`src/verilog/ssp_pkg.sv`:
```
/*
 * package for the strap sampling and status pin block: strap field
 * layout, reset values and mode encodings.
 * assumes one clock domain; used as ssp_pkg::name with no import.
 */
package ssp_pkg;

    // ------------------------------------------------------------
    // counts and encodings
    // ------------------------------------------------------------
    localparam int NUM_PORTS = 4;               // port power-control outputs
    localparam logic BUS_MODE_I2C = 1'b1;       // strap level for i2c mode
    localparam logic BUS_MODE_SMBUS = 1'b0;     // strap level for smbus mode
    localparam logic POL_ACTIVE_HIGH = 1'b1;    // polarity strap level

    // ------------------------------------------------------------
    // reset values of latched straps
    // ------------------------------------------------------------
    localparam logic RST_BUS_MODE = 1'b1;       // pull-up default
    localparam logic RST_POLARITY = 1'b1;       // pull-up default
    localparam logic RST_LOW_STRAP = 1'b0;      // pull-down default

    // ------------------------------------------------------------
    // field positions in the latched strap word
    // ------------------------------------------------------------
    localparam int BIT_BUS_MODE = 0;
    localparam int BIT_POLARITY = 1;
    localparam int BIT_BB_EN = 2;
    localparam int BIT_CFG0 = 3;
    localparam int BIT_CFG1 = 4;

    // latched strap levels
    typedef struct packed {
        logic cfg1;         // billboard config bit 1 pin
        logic cfg0;         // billboard config bit 0 pin
        logic bb_en;        // billboard enable / grouped power pin
        logic polarity;     // power control polarity strap
        logic bus_mode;     // bus mode strap
    } ssp_straps_t;

    // upstream link status fed to the indicators
    typedef struct packed {
        logic ss_suspend;   // superspeed link suspended
        logic high_speed_suspend_indicator;   // high-speed link suspended
        logic ss_connect;   // attached to superspeed port
        logic hs_connect;   // attached to high-speed port
    } ssp_link_t;

    // host register overrides in smbus mode
    typedef struct packed {
        logic wr_grouped;       // write strobe for grouped power
        logic grouped;
        logic wr_full_auto;     // write strobe for full auto enable
        logic full_auto;
        logic wr_no_switch;     // write strobe for power switch support
        logic no_switch;
        logic wr_auto_mode;     // write strobe for auto charge mode
        logic auto_mode;
    } ssp_host_wr_t;

endpackage

```
`src/verilog/ssp_strap_status.sv`:
```
/*
 * strap sampling and status pin logic: samples the configuration pins
 * at reset release, then turns the bus mode pin, and in smbus mode the three billboard pins, into upstream link indicators.
 * assumes pins pass through pads giving input, output and enable, and
 * that host register writes arrive as one-cycle strobes on ref_clk.
 */
// Functional notes
// - latch bus mode strap at reset release
// - bus mode pin shows superspeed suspend
// - latch polarity; drive four power outputs
// - i2c mode: billboard follows enable pin
// - smbus mode: billboard enable from register
// - smbus: enable pin shows high-speed connect
// - smbus: latch grouped power, host overrides
// - i2c: configured field from two pins
// - smbus: configured field from register
// - smbus charging: bit0 pin sets full auto
// - smbus no charging: bit0 sets switch support
// - smbus: bit0 pin shows superspeed connect
// - smbus: bit1 pin sets auto charge mode
// - smbus: bit1 pin shows high-speed suspend
// - smbus mode: serial pins act as target
`timescale 1ns/10ps
module ssp_strap_status #(
    parameter int NUM_PORTS = ssp_pkg::NUM_PORTS
) (
    input wire logic ref_clk,
    input wire logic srst,
    input wire logic bus_mode_strap_in,
    output logic bus_mode_strap_out,
    output logic bus_mode_strap_oe,
    input wire logic power_control_polarity_strap,
    input wire logic billboard_enable_pin_in,
    output logic billboard_enable_pin_out,
    output logic billboard_enable_pin_oe,
    input wire logic billboard_config_bit0_pin_in,
    output logic billboard_config_bit0_pin_out,
    output logic billboard_config_bit0_pin_oe,
    input wire logic billboard_config_bit1_pin_in,
    output logic billboard_config_bit1_pin_out,
    output logic billboard_config_bit1_pin_oe,
    input wire logic status_output_enable,
    input wire logic charging_enabled,
    input wire logic [NUM_PORTS-1:0] port_power_on,
    input wire ssp_pkg::ssp_link_t link_status,
    input wire logic reg_billboard_enable,
    input wire logic [1:0] reg_billboard_configured,
    input wire ssp_pkg::ssp_host_wr_t host_wr,
    output logic [NUM_PORTS-1:0] port_power_control_outputs,
    output logic smbus_target_mode,
    output logic billboard_present,
    output logic [1:0] billboard_configured_field,
    output logic grouped_power,
    output logic full_auto_charge_enable,
    output logic power_switch_unsupported,
    output logic auto_charge_mode_bit
);

    // ------------------------------------------------------------
    // pin synchronisers
    // ------------------------------------------------------------
    logic [4:0] pin_s1_q;               // first stage, read by second only
    logic [4:0] pin_s2_q;               // synchronised pin levels
    ssp_pkg::ssp_straps_t pins;         // named view of synced pins
    ssp_pkg::ssp_straps_t straps_q;     // latched strap levels
    logic rst_d1_q;                     // reset delayed one cycle
    logic sample;                       // first cycle after reset release
    logic smbus;                        // smbus mode selected
    logic drive_sts;                    // indicators enabled

    // two flops on every pin input before any logic
    always_ff @(posedge ref_clk) begin
        pin_s1_q <= {billboard_config_bit1_pin_in, billboard_config_bit0_pin_in,
                     billboard_enable_pin_in, power_control_polarity_strap,
                     bus_mode_strap_in};
        pin_s2_q <= pin_s1_q;
    end

    assign pins = ssp_pkg::ssp_straps_t'(pin_s2_q);

    // ------------------------------------------------------------
    // strap latch
    // ------------------------------------------------------------
    // remembers reset so the release edge can be seen
    always_ff @(posedge ref_clk) begin
        if (srst) begin
            rst_d1_q <= 1'b1;
        end else begin
            rst_d1_q <= 1'b0;
        end
    end

    assign sample = rst_d1_q && !srst;

    // straps caught once at release, then held until reset
    always_ff @(posedge ref_clk) begin
        if (srst) begin
            straps_q <= '{cfg1: ssp_pkg::RST_LOW_STRAP, cfg0: ssp_pkg::RST_LOW_STRAP,
                          bb_en: ssp_pkg::RST_LOW_STRAP,
                          polarity: ssp_pkg::RST_POLARITY,
                          bus_mode: ssp_pkg::RST_BUS_MODE};
        end else if (sample) begin
            straps_q <= pins;
        end
    end

    assign smbus = (straps_q.bus_mode == ssp_pkg::BUS_MODE_SMBUS);
    assign drive_sts = status_output_enable && !rst_d1_q;

    // ------------------------------------------------------------
    // mode and power outputs
    // ------------------------------------------------------------
    // serial pins as smbus target when strap read low
    always_ff @(posedge ref_clk) begin
        if (srst) begin
            smbus_target_mode <= 1'b0;
        end else begin
            smbus_target_mode <= smbus;
        end
    end

    // power control outputs with latched polarity; all off in reset
    always_ff @(posedge ref_clk) begin
        if (srst) begin
            port_power_control_outputs <= '0;
        end else if (straps_q.polarity == ssp_pkg::POL_ACTIVE_HIGH) begin
            port_power_control_outputs <= port_power_on;
        end else begin
            port_power_control_outputs <= ~port_power_on;
        end
    end

    // ------------------------------------------------------------
    // billboard selection
    // ------------------------------------------------------------
    // pin in i2c mode, register in smbus mode
    always_ff @(posedge ref_clk) begin
        if (srst) begin
            billboard_present <= 1'b0;
            billboard_configured_field <= 2'h0;
        end else if (smbus) begin
            billboard_present <= reg_billboard_enable;
            billboard_configured_field <= reg_billboard_configured;
        end else begin
            billboard_present <= pins.bb_en;
            billboard_configured_field <= {pins.cfg1, pins.cfg0};
        end
    end

    // ------------------------------------------------------------
    // configuration bits: strap seeds, host write overrides
    // ------------------------------------------------------------
    // grouped power
    always_ff @(posedge ref_clk) begin
        if (srst) begin
            grouped_power <= 1'b0;
        end else if (sample && pins.bus_mode == ssp_pkg::BUS_MODE_SMBUS) begin
            grouped_power <= pins.bb_en;
        end else if (smbus && host_wr.wr_grouped) begin
            grouped_power <= host_wr.grouped;
        end
    end

    // full auto charge enable, only seeded with charging on
    always_ff @(posedge ref_clk) begin
        if (srst) begin
            full_auto_charge_enable <= 1'b0;
        end else if (sample && pins.bus_mode == ssp_pkg::BUS_MODE_SMBUS
                     && charging_enabled) begin
            full_auto_charge_enable <= pins.cfg0;
        end else if (smbus && host_wr.wr_full_auto) begin
            full_auto_charge_enable <= host_wr.full_auto;
        end
    end

    // power switch support, only seeded with charging off
    always_ff @(posedge ref_clk) begin
        if (srst) begin
            power_switch_unsupported <= 1'b0;
        end else if (sample && pins.bus_mode == ssp_pkg::BUS_MODE_SMBUS
                     && !charging_enabled) begin
            power_switch_unsupported <= pins.cfg0;
        end else if (smbus && host_wr.wr_no_switch) begin
            power_switch_unsupported <= host_wr.no_switch;
        end
    end

    // auto charge mode bit
    always_ff @(posedge ref_clk) begin
        if (srst) begin
            auto_charge_mode_bit <= 1'b0;
        end else if (sample && pins.bus_mode == ssp_pkg::BUS_MODE_SMBUS) begin
            auto_charge_mode_bit <= pins.cfg1;
        end else if (smbus && host_wr.wr_auto_mode) begin
            auto_charge_mode_bit <= host_wr.auto_mode;
        end
    end

    // ------------------------------------------------------------
    // status indicators
    // ------------------------------------------------------------
    // pins driven only after reset with indicators enabled
    always_ff @(posedge ref_clk) begin
        if (srst) begin
            bus_mode_strap_oe <= 1'b0;
            bus_mode_strap_out <= 1'b0;
            billboard_enable_pin_oe <= 1'b0;
            billboard_enable_pin_out <= 1'b0;
            billboard_config_bit0_pin_oe <= 1'b0;
            billboard_config_bit0_pin_out <= 1'b0;
            billboard_config_bit1_pin_oe <= 1'b0;
            billboard_config_bit1_pin_out <= 1'b0;
        end else begin
            bus_mode_strap_oe <= drive_sts;
            bus_mode_strap_out <= link_status.ss_suspend;
            billboard_enable_pin_oe <= drive_sts && smbus;
            billboard_enable_pin_out <= link_status.hs_connect;
            billboard_config_bit0_pin_oe <= drive_sts && smbus;
            billboard_config_bit0_pin_out <= link_status.ss_connect;
            billboard_config_bit1_pin_oe <= drive_sts && smbus;
            billboard_config_bit1_pin_out <= link_status.high_speed_suspend_indicator;
        end
    end

endmodule

```
`config.mk`:
```
export PLATFORM = sky130hd
export DESIGN_NAME = ssp_strap_status
export DESIGN_NICKNAME = d
export VERILOG_FILES = /design/src/verilog/ssp_pkg.sv /design/src/verilog/ssp_strap_status.sv
export SDC_FILE = /design/constraint.sdc
export NUM_CORES = 1
export LEC_CHECK = 0
export CAP_MARGIN = 20
export CELL_PAD_IN_SITES_DETAIL_PLACEMENT = 1
export CELL_PAD_IN_SITES_GLOBAL_PLACEMENT = 2
export CORE_MARGIN = 2
export CORE_UTILIZATION = 38
export CTS_BUF_LIST = sky130_fd_sc_hd__clkbuf_8
export DETAILED_ROUTE_END_ITERATION = 10
export DONT_BUFFER_PORTS = 1
export GPL_TIMING_DRIVEN = 0
export PLACE_DENSITY_LB_ADDON = 0.1
export SKIP_LAST_GASP = 1
export SYNTH_ARGS = -nofsm -noshare
export SYNTH_HDL_FRONTEND = slang
export SYNTH_SLANG_ARGS = --single-unit
```
`constraint.sdc`:
```
create_clock -name ref_clk -period 1.35 [get_ports ref_clk]
set_clock_uncertainty 0.1 [all_clocks]
set_input_delay 0.0675 -clock ref_clk [delete_from_list [all_inputs] [get_ports ref_clk]]
set_output_delay 0.0675 -clock ref_clk [all_outputs]
set_load 0.01 [all_outputs]
```
Word-level counts from Yosys, hierarchy flattened
Index checks and enable logic that the tools add are counted.
- register bits: 31
- bits of input ports: 28
- output and inout bits: 20
- word-level logic and storage cells: 51
- mux-type cells: 12
- bitwise logic cells: 3
- reduce and logical (&&, ||, !) cells: 17
- operator list (cell ; number):
    1-bit logical AND ; 10
    1-bit 2-to-1 mux ; 10
    2-bit nonzero test ; 4
    4-bit 2-to-1 mux ; 1
    4-bit inverter ; 1
    1-bit zero test ; 3
    2-bit 2-to-1 mux ; 1
    1-bit inverter ; 2

Logic depth before layout (Yosys ltp)
Gate-level depths: netlist of run 1.
- word-level depth: 5
- mapped depth: 4
- depth with buffers taken out: 3

Least setup slack after synthesis of run 1
No wires, ideal clock.
- path kind: register to register
- from: register straps_q[0] in the netlist's numbering
- to: register auto_charge_mode_bit
- library setup time: 0.128 ns
- data arrival time: 0.776 ns
- setup slack: 0.346 ns
- stages on the path, launching flop included: 5
- path buffers: 1
- period minus slack after synthesis: 1.004 ns
- path through: dfxtp_1 > buf_6 > nor2b_4 > mux2i_1 > a211oi_1
- longest elaborated chain between the ends: 3
- ends and longest elaborated chain (element ; line ; text):
    start, declared ; ssp_strap_status.sv:65 ; ssp_pkg::ssp_straps_t straps_q;
    start signal, assigned ; ssp_strap_status.sv:98 ; straps_q <= '{cfg1: ssp_pkg::RST_LOW_STRAP, cfg0: ssp_pkg::RST_LOW_STRAP,
    start signal, assigned ; ssp_strap_status.sv:103 ; straps_q <= pins;
    1-bit inverter ; ssp_strap_status.sv:107 ; assign smbus = (straps_q.bus_mode == ssp_pkg::BUS_MODE_SMBUS);
    1-bit logical AND ; ssp_strap_status.sv:194 ; end else if (smbus && host_wr.wr_auto_mode) begin
    2-bit nonzero test (no source line) ; n/a ;
    end signal, assigned ; ssp_strap_status.sv:193 ; auto_charge_mode_bit <= pins.cfg1;
    end signal, assigned ; ssp_strap_status.sv:195 ; auto_charge_mode_bit <= host_wr.auto_mode;
    end, declared ; ssp_strap_status.sv:56 ; output logic auto_charge_mode_bit
No other way between the ends.
A chain may end at the register's enable or synchronous reset.

Worst setup path in the final report of run 1
- from: register rst_d1_q
- to: register power_switch_unsupported
- longest elaborated chain between the ends: 4
- ends and longest elaborated chain (element ; line ; text):
    start, declared ; ssp_strap_status.sv:66 ; logic rst_d1_q;
    start signal, assigned ; ssp_strap_status.sv:87 ; rst_d1_q <= 1'b1;
    start signal, assigned ; ssp_strap_status.sv:89 ; rst_d1_q <= 1'b0;
    1-bit logical AND (*) ; ssp_strap_status.sv:93 ; assign sample = rst_d1_q && !srst;
    1-bit logical AND (*) ; ssp_strap_status.sv:180 ; end else if (sample && pins.bus_mode == ssp_pkg::BUS_MODE_SMBUS
    1-bit logical AND (*) ; ssp_strap_status.sv:181 ; && !charging_enabled) begin
    1-bit 2-to-1 mux / 2-bit nonzero test (equally long branches) ; n/a ;
    end signal, assigned ; ssp_strap_status.sv:182 ; power_switch_unsupported <= pins.cfg0;
    end signal, assigned ; ssp_strap_status.sv:184 ; power_switch_unsupported <= host_wr.no_switch;
    end, declared ; ssp_strap_status.sv:55 ; output logic power_switch_unsupported,
Every way passes the cells marked *; elsewhere a longest branch is shown, timed or not.

==> results.yml, run 1 <==
clock_tree:
  clock_latency_ns: 0.28
  clock_path_buffers: 2
  cts.root.buffer_cell: "clkbuf_8"
  cts_tree: "done"
  path_clk_slew_ns: 0.06
  clkSinkCount: 31
  htreeDepth: 2
  cts-buffers-inserted: 5
  postCtsSetupBuffers: 0
timing:
  setup_tns_ns: 0
  slew-limit-headroom: 0.802
  slew_viol_final: 0
  whs_ns: 0.0635
  fin_ws_ns: 0.218
  finalSetupViolCount: 0
  period_share: 0.839
  finalCriticalPeriod_ns: 1.13
  worst_pin_slew_ns: 0.297
  rsz0062_at_grt: "no"
  hold_viol_final: 0
  fmax_ghz: 0.883
yosys:
  avgSynthCellArea_um2: 12.1
  syn_area_um2: 991
  synth_common_cells: "31 x dfxtp_1, 11 x nor2_1, 7 x mux2i_1"
  ys_seq_area_frac: 0.626
  async_reset_ff_frac: 0
  synth_edf_count: 0
  synth_nets: 110
  synth_area_leader_cell: "dfxtp_1"
  synth-main-ff-cell: "dfxtp_1"
  yosys.area.top_type_share: 0.626
  syn_inst: 82
  synth.distinct_cells: 18
  yosysMostFrequentCell: "dfxtp_1"
  ys_ff_latch: 31
  yosys_warnings: 0
  synth_area_leaders: "dfxtp_1 63%, mux2i_1 7.1%, nor2b_4 5.6%, nor2_1 4.2%, nor2b_1 3.8%"
detailed_routing:
  final_antenna_net_count: 0
  drt_iter0_drc: 4
  drc_errors: 0
  drt-pass1-iter-count: 3
  viasPerCell: 4.70
  avgRoutedWirePerCell_um: 13.0
  vias: 672
  wl_um: 1860
layout:
  layout.nets: 140
  multi_input_area_um2: 330
  layout-drive-gt1-share: 0.150
  num_antenna_cells: 0
  num-fill-cells: 273
  syn2layout_area_growth_pct: 37.1
  ff_latch_area_um2: 621
floorplanning:
  core_area_mm2: 0.00248
  rows: 18
  start_util: 0.400
  die_h_um: 55.1
  die-area_mm2: 0.00303
  die_x_um: 55.1
  pin_count: 48
min_path:
  holdCritPathClass: "in -> reg"
pwr:
  ir_worst_vdd_mv: 1.05
  power_per_cell_area_mw_per_mm2: 1420
  p_leak_nw: 0.569
  finalPower_mw: 1.94
flow_run:
  max_cap_viol_count: 0
placed_design:
  pre_cts_ws_ns: 0.205
  dp.final_hpwl_um: 1180
  port_buffers: 0
  place.gp.congestion: 0.630
global_routing:
  overflow: 0
  grt.total_usage: 0.142
  antenna_found_initial: 0
  grt_pass1_vias: 639
  grt_pass1_wl_um: 2690
  grt_max_degree: 11
setup_path:
  cp_slowest_stage_delay_ns: 0.41
  critical_path_class: "reg -> reg"
  critPathCaptureType: "flop"
  arrival_ns: 1.23
  path_buf_inv: 0
  cp-start-kind: "flop"
  crit_fanout: 6
  cp_slowest_cell: "dfxtp_1"
  worstPathCellList: "nor2b_1 > nand2b_1 > a211oi_1"
  cp_top_family: "flip-flops"
  required_ns: 1.45
status:
  status: "completed"
[metal layers]
layer,part of all wire,global-route usage,up-vias
li1,-,-,322
met1,0.37,0.128,311
met2,0.50,0.236,33
met3,0.10,0.0914,6
met4,0.024,0.0854,0
met5,0,0,-
[power breakdown]
| group | total [mW] | switching [mW] | internal [mW] |
|---|---|---|---|
| clock | 0.774 | 0.318 | 0.457 |
| combinational | 0.150 | 0.0577 | 0.0919 |
| sequential | 1.01 | 0.0399 | 0.971 |
[cell usage in the layout, fill, tap and decap left out, types with 2 or more instances in the layout]
master and instances:
nor3b_1 2, nor2_1 11, nand2b_1 2, nor2b_1 6
xor2_1 4, buf_4 2, buf_2 2, clkbuf_8 7
a211oi_1 4, dfxtp_1 31, mux2i_1 7, nor2b_4 4
dlygate4sd3_1 23
[per-stage QoR]
step | instances | util | instance area, um^2
2_1_floorplan | 82 | - | 991
3_3_place_gp | 112 | 0.415 | 1030
3_5_place_dp | 112 | 0.415 | 1030
4_1_cts | 143 | 0.548 | 1360
5_1_grt | 143 | 0.548 | 1360
6_report | 143 | 0.548 | 1360
[worst min-delay path: stages]
cell,delay [ns]
nor2b_4,0.10
mux2i_1,0.14
a211oi_1,0.08
[cell type report]
class                   instances  share of cell area
clock inverters                 1             0.00276
multi-input cells              45               0.243
clock buffers                   7              0.0709
well taps                      30              0.0276
repair buffers                 23               0.169
flip-flops and latches         31               0.457
plain buffers                   6              0.0295
[sequential cells by signal, summed over array words and instances, names as in the netlist]
signal,count
billboard_config_bit0_pin_out,1
billboard_config_bit1_pin_out,1
pin_s2_q,5
smbus_target_mode,1
grouped_power,1
bus_mode_strap_oe,1
pin_s1_q,5
power_switch_unsupported,1
billboard_configured_field,2
bus_mode_strap_out,1
full_auto_charge_enable,1
billboard_enable_pin_out,1
billboard_present,1
auto_charge_mode_bit,1
billboard_config_bit1_pin_oe,1
port_power_control_outputs,4
straps_q,2
rst_d1_q,1
[cell families after synthesis]
| group | Yosys count | synth area share |
|---|---|---|
| compound gates | 6 | 0.0467 |
| xor+xnor | 4 | 0.0353 |
| buf+inv | 6 | 0.0404 |
| flops | 31 | 0.626 |
| mux | 7 | 0.0707 |
| simple gates | 28 | 0.181 |
[path summary, 6_finish.rpt]
check / slack, ns / startpoint / cells after the start / endpoint
min reg2reg: 0.22 / pin_s1_q[4] / 0 / pin_s2_q[4]
max reg2reg: 0.22 / rst_d1_q / 3 / power_switch_unsupported
max: 0.22 / rst_d1_q / 3 / power_switch_unsupported
min: 0.06 / host_wr[3] / 3 / power_switch_unsupported
[repair_timing]
action,in CTS,in global routing
resized for setup,0,0
hold buffers,23,0
hold endpoints to repair,22,0
Note: power is estimated with default switching activity, not from simulation.
==> run 2: changes to the inputs <==
Settings changed: CORE_UTILIZATION 38 to 34.
Clock period 1.35 ns to 1 ns, I/O delays scaled along.
==> run 2 against run 1 <==
  * The flow now finishes with violations (setup timing)
  * Sequential cell count did not move
  * Die area is 11% higher
  * Global-route usage shrank 1.6 points
  * Power grew 47%
  * Largest cell class unchanged
  * Sequential power is 37% higher
==> results.yml, run 2 (synthesis gave the netlist of run 1 again) <==
timing:
  worst_pin_slew_ns: 0.224
  finalCriticalPeriod_ns: 1.10
  period_share: 1.10
  finalSetupViolCount: 8
  rsz0062_at_grt: "yes"
  fmax_ghz: 0.912
  slew_viol_final: 0
  fin_ws_ns: -0.0966
  hold_viol_final: 0
  slew-limit-headroom: 0.850
detailed_routing:
  drc_errors: 0
  final_antenna_net_count: 0
  wl_um: 1970
  drt-pass1-iter-count: 4
  avgRoutedWirePerCell_um: 13.3
  drt_iter0_drc: 5
  viasPerCell: 4.53
  vias: 670
setup_path:
  critPathCaptureType: "flop"
  r2r_cells: 3
  worstPathCellList: "buf_2 > dlygate4sd3_1 > nor3b_1 > and2b_2"
  reg2reg_from: "straps_q[0]"
  crit_fanout: 4
  path_buf_inv: 2
  cp_slowest_cell: "dlygate4sd3_1"
  critical_path_class: "in -> reg"
  cp-startpoint: "srst"
  critPathCapture: "billboard_config_bit1_pin_oe"
  ff2ff_setup_slack_ns: -0.05
  cp.depth: 4
  arrival_ns: 1.22
  required_ns: 1.12
  cp-start-kind: "primary input"
  rr_endpoint: "power_switch_unsupported"
  cp_slowest_stage_delay_ns: 0.64
  cp_top_family: "buffers and inverters"
layout:
  syn2layout_area_growth_pct: 47.5
  layout_commonest_cell: "dfxtp_1"
  top_regs: "pin_s1_q (5), pin_s2_q (5), port_power_control_outputs (4)"
  num_antenna_cells: 0
  layout.nets: 144
  postLayoutCellArea_mm2: 0.00146
  layout-drive-gt1-share: 0.239
  final_cell_mix: "27 x dfxtp_1, 26 x dlygate4sd3_1, 11 x nor2_1"
floorplanning:
  die_x_um: 58.0
  die_h_um: 58.0
  start_util: 0.359
  core_area_mm2: 0.00276
  pin_count: 48
  rows: 19
  die-area_mm2: 0.00336
pwr:
  power_per_cell_area_mw_per_mm2: 1940
  pwr-share-seq: 0.488
  pwr-share-clk: 0.436
  ir_worst_vdd_mv: 2.01
  switching_share: 0.203
  power.internal_mw: 2.26
  p_comb_frac: 0.076
  p_leak_nw: 0.607
  power.switching_uw: 575
clock_tree:
  clock_latency_ns: 0.27
  path_clk_slew_ns: 0.06
  cts-buffers-inserted: 5
  clock_path_buffers: 2
  cts_tree: "done"
  htreeDepth: 2
  clkSinkCount: 31
  cts.root.buffer_cell: "clkbuf_8"
placed_design:
  place.gp.congestion: 0.599
  postPlaceCellArea_mm2: 0.00103
  port_buffers: 0
  dp.final_hpwl_um: 1210
  pre_cts_ws_ns: -0.161
global_routing:
  grt_pass1_vias: 678
  grt_max_degree: 11
  grt_pass1_wl_um: 2990
  overflow: 0
  antenna_found_initial: 0
  grt.total_usage: 0.126
flow_run:
  max_cap_viol_count: 0
min_path:
  holdCritPathClass: "in -> reg"
status:
  violations: "setup timing"
  status: "finished, violations left"
[run 2: cell types whose count changed in the layout (fill, tap and decap cells not counted), moves of 2 or more]
cell,before,now
dfxtp_1,31,27
dfxtp_4,0,2
dlygate4sd3_1,23,26
buf_4,2,4
dfxtp_2,0,2
[run 2: final cells by class]
cell class | count | area, um^2
plain buffers | 4 | 25.0
clock buffers | 6 | 82.6
clock inverters | 2 | 35.0
fillers | 286 | 1300
multi-input cells | 45 | 354
flip-flops and latches | 31 | 631
well taps | 31 | 38.8
repair buffers | 29 | 295
[run 2: worst min-delay path by stage]
stage                                       from                  endpoint  slack [ns]  cells past startpoint
CTS                                         srst                  rst_d1_q       -0.32                      0
global placement               bus_mode_strap_in               pin_s1_q[0]       -0.02                      0
detailed placement  billboard_config_bit0_pin_in               pin_s1_q[3]       -0.02                      0
floorplan                      bus_mode_strap_in               pin_s1_q[0]       -0.02                      0
finish                                host_wr[1]      auto_charge_mode_bit        0.06                      3
global route                          host_wr[3]  power_switch_unsupported        0.08                      3
[run 2: power by group through the flow]
stage | registers (mW) | clock network (mW) | logic [mW]
global route | 1.39 | 1.36 | 0.238
detailed placement | 1.40 | 0 | 0.131
finish | 1.38 | 1.24 | 0.215
CTS | 1.37 | 1.28 | 0.212
floorplan | 1.38 | 0 | 0.110
global placement | 1.39 | 0 | 0.126
[run 2: timing repair]
item,CTS,global route
hold buffers,22,4
endpoints found under the hold margin,22,4
buffers inserted,3,0
endpoints found under the setup margin,9,12
pin swaps,2,2
resized for setup,4,7
[run 2: tightest hold or removal path, cell delays in order]
cell      delay [ns]
nor2b_4         0.10
mux2i_1         0.14
a211oi_1        0.08
[run 2: metal layers]
metal,global-route usage,part of all wire
met1,0.135,0.41
met2,0.200,0.51
met3,0.0714,0.072
met4,0.0598,0.0066
met5,0,0
[run 2: per-stage QoR]
| stage | utilization | power (mW) | hold WS [ns] | setup TNS, ns | std cells |
|---|---|---|---|---|---|
| 3_3_place_gp | 0.373 | 1.52 | -0.0222 | -0.424 | 113 |
| 4_1_cts | 0.512 | 2.86 | -0.317 | -0.526 | 145 |
| 5_1_grt | 0.530 | 2.99 | 0.0789 | -0.881 | 148 |
| 2_1_floorplan | - | 1.49 | -0.0223 | 0 | 82 |
| 3_5_place_dp | 0.373 | 1.53 | -0.0222 | -0.552 | 113 |
| 6_report | 0.530 | 2.84 | 0.0560 | -0.328 | 148 |
